==> config.mk <==
export PLATFORM = sky130hd
export DESIGN_NAME = dsz_bridge
export DESIGN_NICKNAME = d
export VERILOG_FILES = /design/src/common/dsz_pkg.sv /design/src/logic/dsz_bridge.sv
export SDC_FILE = /design/constraint.sdc
export NUM_CORES = 1
export LEC_CHECK = 0
export BUFFER_PORTS_ARGS = -buffer_cell sky130_fd_sc_hd__clkbuf_2
export CAP_MARGIN = 10
export CORE_AREA = 2 2 115 117
export DETAILED_ROUTE_END_ITERATION = 12
export DIE_AREA = 0 0 117 119
export SETUP_SLACK_MARGIN = 0.5
export SLEW_MARGIN = 40
export SYNTH_ARGS = -nofsm -noshare
export SYNTH_HDL_FRONTEND = slang
export SYNTH_SLANG_ARGS = --single-unit
export TNS_END_PERCENT = 5
==> constraint.sdc <==
create_clock -name clock_i -period 5.7 [get_ports clock_i]
set_clock_uncertainty 0.2 [all_clocks]
set_input_delay 1.14 -clock clock_i [delete_from_list [all_inputs] [get_ports clock_i]]
set_output_delay 1.14 -clock clock_i [all_outputs]
set_load 0.005 [all_outputs]
==> src/common/dsz_pkg.sv <==
// Shared constants and types for the 64-to-32 bit AHB-Lite width bridge.
`default_nettype none
package dsz_pkg;

  // ---------------------------------------------------------------------
  // Bus widths
  // ---------------------------------------------------------------------
  localparam int ADDR_W   = 32;
  localparam int WIDE_W   = 64;
  localparam int NARROW_W = 32;
  localparam int LANE_BIT = 2;

  // ---------------------------------------------------------------------
  // Transfer encodings
  // ---------------------------------------------------------------------
  localparam logic [1:0] TRANS_IDLE   = 2'h0;
  localparam logic [1:0] TRANS_BUSY   = 2'h1;
  localparam logic [1:0] TRANS_NONSEQ = 2'h2;
  localparam logic [1:0] TRANS_SEQ    = 2'h3;
  localparam logic [2:0] SIZE_64      = 3'h3;
  localparam logic       RESP_OKAY    = 1'h0;
  localparam logic       RESP_ERROR   = 1'h1;

  // ---------------------------------------------------------------------
  // Address phase control bundle
  // ---------------------------------------------------------------------
  typedef struct packed {
    logic [ADDR_W-1:0] addr;
    logic [1:0]        trans;
    logic              write;
    logic [2:0]        size;
    logic [2:0]        burst;
    logic [3:0]        prot;
    logic              mastlock;
  } dsz_ctrl_t;

  localparam dsz_ctrl_t CTRL_RESET = '{
    addr: 32'h0000_0000, trans: 2'h0, write: 1'h0, size: 3'h0,
    burst: 3'h0, prot: 4'h0, mastlock: 1'h0};

  // Local response sequencer states.
  typedef enum logic [2:0] {
    ST_PASS,
    ST_REPLAY,
    ST_ERR1,
    ST_ERR2,
    ST_BLOCK
  } dsz_state_t;

endpackage
`default_nettype wire

==> src/logic/dsz_bridge.sv <==
// AHB-Lite bridge from a 64-bit master bus to a 32-bit slave bus.
//
// Notes on behaviour
// - Bridge 64-bit master bus to 32-bit slave.
// - Unselected: pass size, downstream select low.
// - Unselected: ready mux follows upstream ready.
// - Narrow selected transfers pass through unchanged.
// - Address bit two picks write data word.
// - Narrow read data replicated on both halves.
// - Slave error response forwarded upstream.
// - Pending request captured, replayed next cycle.
// - Replay inserts one upstream wait state.
// - Block-all set: block remaining beats, error.
// - Block-all clear: block only 64-bit bursts.
// - Master id width and block-all default one.
// - Blocked beats: error upstream, idle downstream.
// - Blocking ends on nonsequential or deselect.
// - Busy during blocking gets okay response.
`timescale 1ns/1ps
`default_nettype none

module dsz_bridge #(
  parameter int MASTER_ID_WIDTH = 1,
  parameter bit BLOCK_ALL_SIZES = 1'b1
) (
  input  wire logic                          clock_i,
  input  wire logic                          rstn_i,
  input  wire logic                          upstream_select_i,
  input  wire dsz_pkg::dsz_ctrl_t            upstream_ctrl_i,
  input  wire logic [MASTER_ID_WIDTH-1:0]    upstream_master_i,
  input  wire logic [dsz_pkg::WIDE_W-1:0]    upstream_write_data_i,
  input  wire logic                          upstream_ready_in_i,
  output var  logic                          upstream_ready_o,
  output var  logic                          upstream_resp_o,
  output var  logic [dsz_pkg::WIDE_W-1:0]    upstream_read_data_o,
  output var  logic                          downstream_select_o,
  output var  dsz_pkg::dsz_ctrl_t            downstream_ctrl_o,
  output var  logic [MASTER_ID_WIDTH-1:0]    downstream_master_o,
  output var  logic [dsz_pkg::NARROW_W-1:0]  downstream_write_data_o,
  output var  logic                          downstream_ready_mux_o,
  input  wire logic [dsz_pkg::NARROW_W-1:0]  downstream_read_data_i,
  input  wire logic                          downstream_slave_ready_i,
  input  wire logic                          downstream_slave_response_i
);
  import dsz_pkg::*;

  // ---------------------------------------------------------------------
  // State
  // ---------------------------------------------------------------------
  dsz_state_t                 state_r;
  dsz_state_t                 state_nxt;
  dsz_ctrl_t                  pend_r;
  logic [MASTER_ID_WIDTH-1:0] pend_master_r;
  logic                       data_own_r;
  logic                       data_sel_r;
  logic                       blocking_r;
  logic                       blocking_nxt;

  // ---------------------------------------------------------------------
  // Request decode
  // ---------------------------------------------------------------------
  wire in_hold   = (state_r == ST_ERR1) || (state_r == ST_REPLAY);
  wire acc       = upstream_select_i && upstream_ready_in_i && !in_hold;
  wire is_seq    = (upstream_ctrl_i.trans == TRANS_SEQ);
  wire is_nseq   = (upstream_ctrl_i.trans == TRANS_NONSEQ);
  wire is_busy   = (upstream_ctrl_i.trans == TRANS_BUSY);
  wire is_valid  = upstream_ctrl_i.trans[1];
  wire is_wide   = (upstream_ctrl_i.size == SIZE_64);
  // Final cycle of a two-cycle error from the narrow slave.
  wire err_end   = data_own_r && downstream_slave_response_i
                   && downstream_slave_ready_i;
  wire blk_elig  = BLOCK_ALL_SIZES || is_wide;
  wire blk_armed = (blocking_r || err_end) && blk_elig;
  // Wide beats are not split here, so they are refused with an error;
  // this keeps a 64-bit burst blocked beat after beat.
  wire local_err  = acc && is_valid
                    && (is_wide || (is_seq && blk_armed));
  wire local_busy = acc && is_busy && blk_armed;
  wire replay     = err_end && acc && is_valid && !local_err;
  // The second error cycle has the ready mux high, so the downstream
  // bus would sample the next request; it sees IDLE instead.
  wire kill_ds    = err_end || local_err || local_busy
                    || (state_r == ST_ERR1);

  // ---------------------------------------------------------------------
  // Next state
  // ---------------------------------------------------------------------
  always_comb begin
    state_nxt = ST_PASS;
    if (local_err) begin
      state_nxt = ST_ERR1;
    end else if (local_busy) begin
      state_nxt = ST_BLOCK;
    end else if (replay) begin
      state_nxt = ST_REPLAY;
    end else if (state_r == ST_ERR1) begin
      state_nxt = ST_ERR2;
    // Hold a local answer only while the bus stalls; after a deselect
    // the idle bridge must fall back to ready and OKAY.
    end else if ((state_r == ST_ERR2 || state_r == ST_BLOCK)
                 && !upstream_ready_in_i) begin
      state_nxt = state_r;
    end
  end

  // Setting wins over clearing so a continuation seen with a
  // nonsequential in the same cycle cannot happen; deselect ends it.
  always_comb begin
    blocking_nxt = blocking_r;
    if (!upstream_select_i || (acc && is_nseq)) begin
      blocking_nxt = 1'b0;
    end
    if ((local_err || local_busy) && !is_nseq && blk_elig) begin
      blocking_nxt = 1'b1;
    end
  end

  // ---------------------------------------------------------------------
  // Downstream address phase
  // ---------------------------------------------------------------------
  wire       replaying = (state_r == ST_REPLAY);
  dsz_ctrl_t pass_ctrl;
  always_comb begin
    pass_ctrl = upstream_ctrl_i;
    if (kill_ds) begin
      pass_ctrl.trans = TRANS_IDLE;
    end
  end

  assign downstream_ctrl_o      = replaying ? pend_r : pass_ctrl;
  assign downstream_master_o    = replaying ? pend_master_r
                                            : upstream_master_i;
  assign downstream_select_o    = replaying || upstream_select_i;
  // During replay the upstream bus is stalled but the idle downstream
  // bus must still take the captured request.
  assign downstream_ready_mux_o = replaying || upstream_ready_in_i;

  // ---------------------------------------------------------------------
  // Data phase routing
  // ---------------------------------------------------------------------
  assign downstream_write_data_o = data_sel_r
      ? upstream_write_data_i[WIDE_W-1:NARROW_W]
      : upstream_write_data_i[NARROW_W-1:0];
  assign upstream_read_data_o = {downstream_read_data_i,
                                 downstream_read_data_i};

  // With no downstream data phase in progress the bridge itself answers ready and okay.
  wire pass_ready = data_own_r ? downstream_slave_ready_i : 1'b1;
  wire pass_resp  = data_own_r ? downstream_slave_response_i
                               : RESP_OKAY;

  always_comb begin
    upstream_ready_o = pass_ready;
    upstream_resp_o  = pass_resp;
    unique case (state_r)
      ST_PASS: begin
        upstream_ready_o = pass_ready;
        upstream_resp_o  = pass_resp;
      end
      ST_REPLAY: begin
        upstream_ready_o = 1'b0;
        upstream_resp_o  = RESP_OKAY;
      end
      ST_ERR1: begin
        upstream_ready_o = 1'b0;
        upstream_resp_o  = RESP_ERROR;
      end
      ST_ERR2: begin
        upstream_ready_o = 1'b1;
        upstream_resp_o  = RESP_ERROR;
      end
      ST_BLOCK: begin
        upstream_ready_o = 1'b1;
        upstream_resp_o  = RESP_OKAY;
      end
    endcase
  end

  // ---------------------------------------------------------------------
  // Registers
  // ---------------------------------------------------------------------
  always_ff @(posedge clock_i) begin
    if (!rstn_i) begin
      state_r    <= ST_PASS;
      blocking_r <= 1'b0;
    end else begin
      state_r    <= state_nxt;
      blocking_r <= blocking_nxt;
    end
  end

  always_ff @(posedge clock_i) begin
    if (!rstn_i) begin
      pend_r        <= CTRL_RESET;
      pend_master_r <= '0;
    end else if (replay) begin
      pend_r        <= upstream_ctrl_i;
      pend_master_r <= upstream_master_i;
    end
  end

  always_ff @(posedge clock_i) begin
    if (!rstn_i) begin
      data_own_r <= 1'b0;
      data_sel_r <= 1'b0;
    end else if (downstream_ready_mux_o) begin
      data_own_r <= downstream_select_o && downstream_ctrl_o.trans[1];
      data_sel_r <= downstream_ctrl_o.addr[LANE_BIT];
    end
  end
endmodule

`default_nettype wire

Yosys cells after proc, flatten, opt, wreduce, memory -nomap -nowiden
Cells that the tools add are included.
{ "word_totals": {"register_bits": 53, "in_bits": 149} }
{ "op_classes": {"n_eq_ne": 11, "mux": 15, "bitwise": 1, "reduce_logical": 40} }
{ "ops": {"columns": ["cell", "count"], "rows": [
  ["46-bit 2-to-1 mux", 1],
  ["32-bit 2-to-1 mux", 1],
  ["1-bit logical AND", 16],
  ["3-bit 2-to-1 mux", 4],
  ["1-bit logical OR", 11],
  ["2-bit OR reduction", 5],
  ["3-bit by 2-bit == test with 1-bit output (second input constant)", 3],
  ["1-bit case mux with 3 select lines", 2],
  ["1-bit zero test", 5],
  ["1-bit 2-to-1 mux", 5],
  ["5-bit inequality test (second input constant)", 1],
  ["2-bit == test (second input constant)", 2],
  ["2-bit 2-to-1 mux", 2],
  ["4-bit inequality test (second input constant)", 1],
  ["3-bit by 1-bit == test with 1-bit output (second input constant)", 1],
  ["3-bit == test (second input constant)", 1],
  ["3-bit zero test", 1],
  ["3-bit inequality test (second input constant)", 1],
  ["3-bit OR reduction", 1],
  ["2-bit by 1-bit == test with 1-bit output (second input constant)", 1],
  ["2-bit nonzero test", 1],
  ["1-bit inverter", 1]
]} }

Logic depth before layout (Yosys ltp)
Gate-level depths: netlist (run 1).
{ "depth": {"ltp_word": 12, "ltp_mapped": 7, "depth_no_buf": 5} }

Least setup slack after synthesis (run 1)
No wires, ideal clock.
{ "synth_timing": {"path_kind": "input to output", "from": "input port upstream_ctrl_i[10] (netlist name)", "to": "output port downstream_ctrl_o[12] (netlist name)", "arrival_time_ps": 1904, "required_time_ps": 4360, "slack_ps": 2456, "path_stages": 4, "n_path_buf": 0, "cell_sequence": "and3b_1 -> and2_1 -> o21ai_0 -> a32o_1"} }
{ "synth_lines": {"columns": ["element", "line", "text"], "rows": [
  ["start, declared", "dsz_bridge.sv:29", "input wire dsz_pkg::dsz_ctrl_t upstream_ctrl_i,"],
  ["end, declared", "dsz_bridge.sv:37", "output var dsz_pkg::dsz_ctrl_t downstream_ctrl_o,"]
]} }

==> run summary, run 1 <==
Via count = 3174
Core footprint = 0.0129 sq mm
Initial Util = 0.290
DR iter-0 viols = 117
Post-Synthesis Cells = 411
Finish-stage setup viols = 0
Outcome = finished, final reports clean
MaxCap Viol Count = 0
Post-synthesis compound-gate area fraction = 0.0429
Setup crit start = state_r[0]$_SDFFE_PP0P_
Unrepaired setup endpoints after global routing = no
Final instance area = 0.00453 sq mm
Count leader, synth = nand2_1
Worst Path Required = 4360 ps
#FFs+latches synth = 53
Worst Setup Start Kind = register
Layout cells sized above 1 = 0.472
Mux contribution to synthesized area = 0.353
Fin crit share = 0.634
Slowest cell on the critical path = dfxtp_1
Clock buffer depth = 2
First-pass GRT wire length = 14400 um
Sequential-to-total area share from yosys stat = 0.284
DP HPWL = 7540 um
Pwr Density = 194 mW/mm^2
Final Hold Fails = 0
Largest net degree at the start of global routing = 66
H-tree lvl count = 2
Adder-cell share of the synthesized area = 0
Synth Area in XOR/XNOR = 0.00971
Peak VDD IR = 0.152 mV
CP Capture Type = output pin
DRC viols = 0
Leakage Power = 1.99 nW
WS Path Type = reg2out
Fmax = 277 MHz
Post-CTS setup buffer count = 0
Reg clk slew, reported paths = 70 ps
DP Area = 0.00436 sq mm
CP max stage delay = 560 ps
Synth Area in Simple Gates = 0.135
CTS resizes = 0
Cell family with most CP delay = buffers and inverters
Crit-path max FO = 51
Root buf cell = clkbuf_16
Post-synth EDFFs = 0
Final nets = 678
Num Clock Sinks = 53
CTS Buf Count = 5
Sequential cell area = 0.00106 sq mm
Cell area after synthesis = 0.00374 sq mm
Dominant cell type by area after synthesis = dfxtp_1
Fillers = 1329
Num rows = 42
WP buf/inv = 2
Fin crit period = 3610 ps
Worst-Skew Late Latency = 300 ps
IO Count = 296
TritonCTS clock tree = built
Pre-antenna DRT Iters = 4
Synth async-reset ratio = 0
Reg2reg start = state_r[1]$_SDFFE_PN0P_
Vias in the first global route = 2902
Worst-margin pin slew = 676 ps
Post-Syn Area per Cell = 9.09 sq um
Routability cong. = 0.773
Min-delay src = pend_r[12]$_SDFFE_PN0P_
Final wirelength = 9620 um
Yosys top cell area share = 0.284
Total GRT Usage = 0.135
Critical path, cell by cell = nor3b_4 -> buf_4 -> mux2_2 -> clkbuf_2
Die Wd = 117 um
Area of the multi-input gates = 0.00203 sq mm
Warnings, synthesis = 0
Final Max Slew Viols = 0
Initial antenna violation count = 3
Post-route antenna net violation count = 0
Synth top cells by count = 95 x nand2_1, 67 x buf_4, 53 x dfxtp_1
Total negative slack = 0 ps
Worst slew margin = 0.549
Utilization after layout = 0.352
Largest family of logic cells by synthesized area = multiplexers
Synth Net Count = 560
Top FF cell, synth = dfxtp_1
Synth top area cells = dfxtp_1 28%, buf_4 13%, mux2_1 13%
Full die area = 0.0139 sq mm
Crit path DAT = 2270 ps
Die H = 119 um
Average wire per standard cell = 13.6 um
Tightest Hold Check Type = reg2reg
CTS Hold Bufs = 0
Grt ovf = 0
Vias/cell = 4.49
IO buf count = 199
Unique cell type count in the Yosys netlist = 37
Area delta synth->final = 21.2%
where the power goes:
part / leakage, nW / total [mW] / switching (mW) / internal (mW)
registers: 0.427 / 0.374 / 0.00286 / 0.371
clock network: 0.0805 / 0.335 / 0.146 / 0.189
logic: 1.48 / 0.168 / 0.0749 / 0.0933
cell usage in the layout, fill, tap and decap left out, types with 2 or more instances in the layout:
| cell type | Yosys | routed |
|---|---|---|
| a21oi_1 | 4 | 4 |
| a32o_1 | 3 | 3 |
| buf_4 | 67 | 3 |
| clkbuf_16 | 0 | 5 |
| clkbuf_2 | 0 | 198 |
| clkbuf_8 | 0 | 2 |
| dfxtp_1 | 53 | 53 |
| inv_1 | 2 | 2 |
| mux2_1 | 44 | 44 |
| mux2_2 | 33 | 33 |
| mux2i_1 | 45 | 45 |
| nand2_1 | 95 | 95 |
| nor2_1 | 9 | 9 |
| nor3b_1 | 2 | 2 |
| o21a_1 | 5 | 5 |
| o21ai_0 | 3 | 3 |
| o21ai_1 | 2 | 2 |
cells by family (layout without fill, tap and decap cells):
| family | after synthesis | count (layout) |
|---|---|---|
| and+or+nand+nor | 117 | 117 |
| xor gates and xnor gates | 2 | 2 |
| muxes | 122 | 122 |
| AOI/OAI and AO/OA | 22 | 22 |
| DFF | 53 | 53 |
| buffers and inverters | 95 | 214 |
| other | 0 | 1 |
layer usage:
metal  part of all wire  global-route usage  vias to the layer above
met3              0.095              0.0601                       25
li1                   -                   -                     1558
met2               0.43               0.188                      131
met5             0.0028                   0                        -
met4              0.019              0.0574                        4
met1               0.45               0.179                     1456
worst reg2reg max path: cells and delay by family, from the launching register on:
kind | cells | cell delay [ps]
mux | 1 | 370
flops | 1 | 590
buf+inv | 1 | 460
compound gates | 1 | 180
simple gates | 1 | 260
xor+xnor | 1 | 180
final timing paths:
path / end / slack, ps / depth (start not counted)
min: pend_r[12]$_SDFFE_PN0P_ / 240 / 2
max: downstream_ctrl_o[16] / 2090 / 4
max reg2reg: pend_r[6]$_SDFFE_PN0P_ / 3380 / 5
min reg2reg: pend_r[12]$_SDFFE_PN0P_ / 240 / 2
state kept, by name (all words and copies together), names as in the netlist:
signal	count
blocking_r	1
data_own_r	1
data_sel_r	1
pend_master_r	1
pend_r	46
state_r	3
metrics by stage:
stage / hold WS (ps) / cells / power, mW / setup slack, ps
CTS: 237 / 706 / 0.896 / 2070
finish: 235 / 707 / 0.878 / 2090
global route: 270 / 706 / 0.927 / 1980
floorplan: 209 / 411 / 0.493 / 2460
global placement: 226 / 697 / 0.547 / 2120
detailed placement: 222 / 698 / 0.552 / 2110
final cells by class:
| type | count | area share |
|---|---|---|
| flip-flops and latches | 53 | 0.234 |
| inverters | 3 | 0.00249 |
| clock inverters | 1 | 0.00193 |
| diodes | 1 | 0.000553 |
| well taps | 176 | 0.0486 |
| clock buffers | 7 | 0.0337 |
| multi-input cells | 263 | 0.447 |
| repair buffers | 203 | 0.231 |
Note: power is estimated with default switching activity, not from simulation.
==> run 2, diff against run 1 <==
- PLACE_DENSITY: unset -> 0.66
- clock period: 5.7 -> 2.9 ns (I/O delays scaled with it)
==> run 2 against run 1 <==
Critical path depth rose by 1. Setup slack got worse by 1700 ps. Sequential share of layout area is 0.72 points lower. Final area rose by 4.3%. Utilization up 1.5 points. Global-route usage is 0.71 points higher. Final cell count up 1.7%. Routed wire length grew 7.6%. Sequential cell count unchanged. Via count up 1.0%. First-iteration DRC count up 3.4%. Die area unchanged. Critical path type unchanged. Largest cell class unchanged. Largest power group unchanged.
==> run summary, run 2 (synthesized netlist as in run 1, its figures left out) <==
Die Wd = 117 um
CTS Buf Count = 5
Final wirelength = 10400 um
Average wire per standard cell = 14.4 um
Post-route antenna net violation count = 0
Die H = 119 um
CTS Hold Bufs = 0
Non-filler cells, final = 719
Utilization after layout = 0.367
Setup crit start = state_r[1]$_SDFFE_PN0P_
WS Path Type = reg2out
Crit path DAT = 1690 ps
Grt ovf = 0
Total GRT Usage = 0.142
Crit-path max FO = 8
Largest register FFs = 46
Overall Power = 1.67 mW
Vias in the first global route = 2900
Area delta synth->final = 26.3%
Fin worst setup slack = 432 ps
Num rows = 42
Initial antenna violation count = 0
Fmax = 405 MHz
Core footprint = 0.0129 sq mm
Fin crit period = 2470 ps
Fin crit share = 0.851
IO Count = 296
Clock buffer depth = 2
IO buf count = 199
Leakage Power = 2.08 nW
First-pass GRT wire length = 15300 um
Worst Path Required = 2120 ps
Num Clock Sinks = 53
H-tree lvl count = 2
Routability cong. = 0.763
Via count = 3206
Total negative slack = 0 ps
Peak VDD IR = 0.245 mV
Placed cells = 701
Largest net degree at the start of global routing = 49
DP HPWL = 7770 um
Layout cells sized above 1 = 0.493
Pre-antenna DRT Iters = 4
Worst Setup Start Kind = register
Final Max Slew Viols = 0
Min-delay src = pend_r[12]$_SDFFE_PN0P_
Outcome = finished, final reports clean
Worst-margin pin slew = 532 ps
Final Hold Fails = 0
Top flop regs = pend_r x46, state_r x3
DRC viols = 0
Worst slew margin = 0.645
Pwr Density = 354 mW/mm^2
Worst-Skew Late Latency = 280 ps
Final nets = 690
Tightest Hold Check Type = reg2reg
Finish-stage setup viols = 0
Unrepaired setup endpoints after global routing = yes
Root buf cell = clkbuf_16
Vias/cell = 4.46
CP Capture Type = output pin
Commonest non-fill, non-tap cells in the layout = 198 x clkbuf_2, 95 x nand2_1, 50 x dfxtp_1
DR iter-0 viols = 121
Full die area = 0.0139 sq mm
Most common cell after layout, fill and taps aside = clkbuf_2
Reg clk slew, reported paths = 70 ps
Initial Util = 0.290
Post-Place Worst Slack = 372 ps
TritonCTS clock tree = built
Reg2reg start = state_r[0]$_SDFFE_PP0P_
Largest reg by FF count = pend_r
MaxCap Viol Count = 0
[run 2: cell count changes in the layout (fill, tap and decap cells not counted), moves of 2 or more]
cell / previous run / this run
clkbuf_1: 0 / 2
buf_4: 3 / 7
mux2_4: 0 / 4
dfxtp_4: 0 / 3
clkbuf_8: 2 / 0
mux2_1: 44 / 41
buf_16: 0 / 2
buf_12: 1 / 4
dfxtp_1: 53 / 50
[run 2: layer usage]
layer,global-route usage,share of wire,up-vias
li1,-,-,1586
met1,0.200,0.46,1480
met2,0.218,0.45,110
met3,0.0331,0.073,30
met4,0.0375,0.019,0
met5,0,0,-
[run 2: repair_timing]
| item | in CTS | in global routing |
|---|---|---|
| gates resized for setup | 15 | 5 |
| pin swaps | 1 | 3 |
| setup buffers | 5 | 1 |
| endpoints found under the hold margin | 0 | 0 |
| endpoints found under the setup margin | 49 | 49 |
| gates cloned | 2 | 1 |
[run 2: critical path, stage by stage (launching register included)]
cell and delay [ps]:
dfxtp_4 350, nor3b_4 240, buf_6 200, buf_12 150, mux2_1 340, clkbuf_2 120
[run 2: stage by stage]
stage | hold WS, ps | instance area [sq um]
after global placement | 230 | 4400
after floorplan | 209 | 3740
after detailed placement | 222 | 4400
after CTS | 237 | 4670
final | 236 | 4720
after global routing | 270 | 4720
[run 2: worst paths after layout]
| check | end | slack, ps | cells past startpoint |
|---|---|---|---|
| worst max-delay path | downstream_ctrl_o[20] | 430 | 5 |
| worst max register to register | pend_r[24]$_SDFFE_PN0P_ | 860 | 6 |
| worst min-delay path | pend_r[12]$_SDFFE_PN0P_ | 240 | 2 |
| worst min register to register | pend_r[12]$_SDFFE_PN0P_ | 240 | 2 |
[run 2: area by class of cell]
| cell class | count | area (sq um) |
|---|---|---|
| diodes | 1 | 2.50 |
| clock buffers | 7 | 133 |
| clock inverters | 1 | 7.51 |
| fillers | 1355 | 8160 |
| inverters | 3 | 11.3 |
| multi-input cells | 263 | 2040 |
| flip-flops and latches | 53 | 1070 |
| well taps | 176 | 220 |
| repair buffers | 215 | 1230 |
[run 2: where the power goes]
group | leakage (nW) | internal, mW | switching (mW)
Clock | 0.0641 | 0.322 | 0.271
Combinational | 1.58 | 0.192 | 0.157
Sequential | 0.429 | 0.727 | 0.00148
Total | 2.08 | 1.24 | 0.429
==> run 3, diff against run 2 <==
- SETUP_SLACK_MARGIN: 0.5 -> unset
==> run 3 against run 2 <==
Non-clock buffer count down 9. Final area down 3.7%. Clock-buffer cell count unchanged. Largest power group unchanged.
==> run summary, run 3 (synthesized netlist as in run 1, its figures left out) <==
Fin crit share = 0.952
Num rows = 42
Worst Setup Start Kind = register
Top flop regs = pend_r x46, state_r x3
Final nets = 681
Most common cell after layout, fill and taps aside = clkbuf_2
CP Capture Type = output pin
DRC viols = 0
Post-route antenna net violation count = 0
CTS Hold Bufs = 0
Hold path cells = 2
CTS Buf Count = 5
Reg clk slew, reported paths = 70 ps
Pre-antenna DRT Iters = 4
Final wirelength = 9770 um
Power share of the combinational group = 0.203
Initial Util = 0.290
GR Util met2 = 0.206
Root buf cell = clkbuf_16
Min-delay src = pend_r[12]$_SDFFE_PN0P_
Leakage Power = 1.99 nW
Core footprint = 0.0129 sq mm
Area delta synth->final = 21.6%
Utilization after layout = 0.353
Worst-margin pin slew = 519 ps
Average wire per standard cell = 13.8 um
Vias in the first global route = 2861
Sequential share of power = 0.440
Clk network pwr share = 0.356
Largest register FFs = 46
Finish-stage setup viols = 0
Pwr Density = 366 mW/mm^2
Area of the multi-input gates = 0.00203 sq mm
Total negative slack = 0 ps
Routability cong. = 0.763
TritonCTS clock tree = built
Fillers = 1363
Reg2Reg Depth = 5
Worst slew margin = 0.654
Crit-path max FO = 22
Layout cells sized above 1 = 0.471
FF-to-FF setup slack = 760 ps
MaxCap Viol Count = 0
Crit path DAT = 1980 ps
Routing usage on met3 = 0.0331
Fin crit period = 2760 ps
Vias/cell = 4.42
Initial antenna violation count = 0
Unrepaired setup endpoints after global routing = no
Final Max Slew Viols = 0
Hold endpoint = pend_r[12]$_SDFFE_PN0P_
H-tree lvl count = 2
Commonest non-fill, non-tap cells in the layout = 198 x clkbuf_2, 95 x nand2_1, 53 x dfxtp_1
Worst Path Required = 2120 ps
Clock buffer depth = 2
IO buf count = 199
First-pass GRT wire length = 14700 um
Outcome = finished, final reports clean
M1 GR Usage = 0.190
Tightest Hold Check Type = reg2reg
Sequential cell area = 0.00106 sq mm
Pint = 1.24 mW
Largest net degree at the start of global routing = 49
Total GRT Usage = 0.135
Net Switching = 0.425 mW
Hold Slack = 234 ps
Final Hold Fails = 0
DR iter-0 viols = 127
Ant diodes = 0
CTS resizes = 0
Sw Share = 0.256
Num Clock Sinks = 53
Die Wd = 117 um
Largest reg by FF count = pend_r
IO Count = 296
Post-CTS setup buffer count = 0
WS Path Type = reg2out
Grt ovf = 0
Via count = 3131
Reg2reg start = state_r[1]$_SDFFE_PN0P_
Most used routing layer = met2
Die H = 119 um
Peak VDD IR = 0.244 mV
DP HPWL = 7770 um
R2r endpoint = pend_r[24]$_SDFFE_PN0P_
Fmax = 362 MHz
Full die area = 0.0139 sq mm
Worst-Skew Late Latency = 280 ps
[run 3: cell count changes in the layout (fill, tap and decap cells not counted), sizes merged]
cell	before	now
clkbuf	206	205
diode	1	0
buf	16	8
[run 3: metrics by stage]
stage          area, sq um  cells  setup slack [ps]  power [mW]
6_report              4540    709               140        1.66
5_1_grt               4540    709              1.49        1.75
4_1_cts               4540    709               108        1.70
3_5_place_dp          4400    701               372        1.09
3_3_place_gp          4400    701               379        1.09
2_1_floorplan         3740    411               741       0.969
[run 3: final cells by class]
class,count,area share
flip-flops and latches,53,0.233
repair buffers,206,0.239
multi-input cells,263,0.446
clock buffers,7,0.0292
well taps,176,0.0485
inverters,3,0.00248
clock inverters,1,0.00165
[run 3: critical path: stages (launching register included)]
cell      delay (ps)
dfxtp_1          550
nor3b_4          320
buf_4            330
mux2_1           360
clkbuf_2         120
[run 3: worst max-delay path by stage]
stage / startpoint / to / slack [ps] / depth (start not counted)
6_report: state_r[0]$_SDFFE_PP0P_ / downstream_ctrl_o[34] / 140 / 4
3_5_place_dp: upstream_ctrl_i[10] / downstream_ctrl_o[12] / 370 / 6
5_1_grt: state_r[0]$_SDFFE_PP0P_ / downstream_ctrl_o[1] / 1 / 4
2_1_floorplan: state_r[0]$_SDFFE_PP0P_ / downstream_ctrl_o[10] / 740 / 4
3_3_place_gp: upstream_ctrl_i[10] / downstream_ctrl_o[12] / 380 / 6
4_1_cts: state_r[0]$_SDFFE_PP0P_ / downstream_ctrl_o[34] / 110 / 4
[run 3: power by group through the flow]
stage | registers (mW) | clock network [mW] | logic (mW)
2_1_floorplan | 0.748 | 0 | 0.221
3_3_place_gp | 0.749 | 0 | 0.336
3_5_place_dp | 0.749 | 0 | 0.341
4_1_cts | 0.732 | 0.624 | 0.342
5_1_grt | 0.732 | 0.643 | 0.375
6_report | 0.732 | 0.592 | 0.338
[run 3: routing by layer]
metal,share of wire,up-vias
met2,0.45,108
met5,0,-
met1,0.45,1434
met4,0.019,0
li1,-,1560
met3,0.086,29
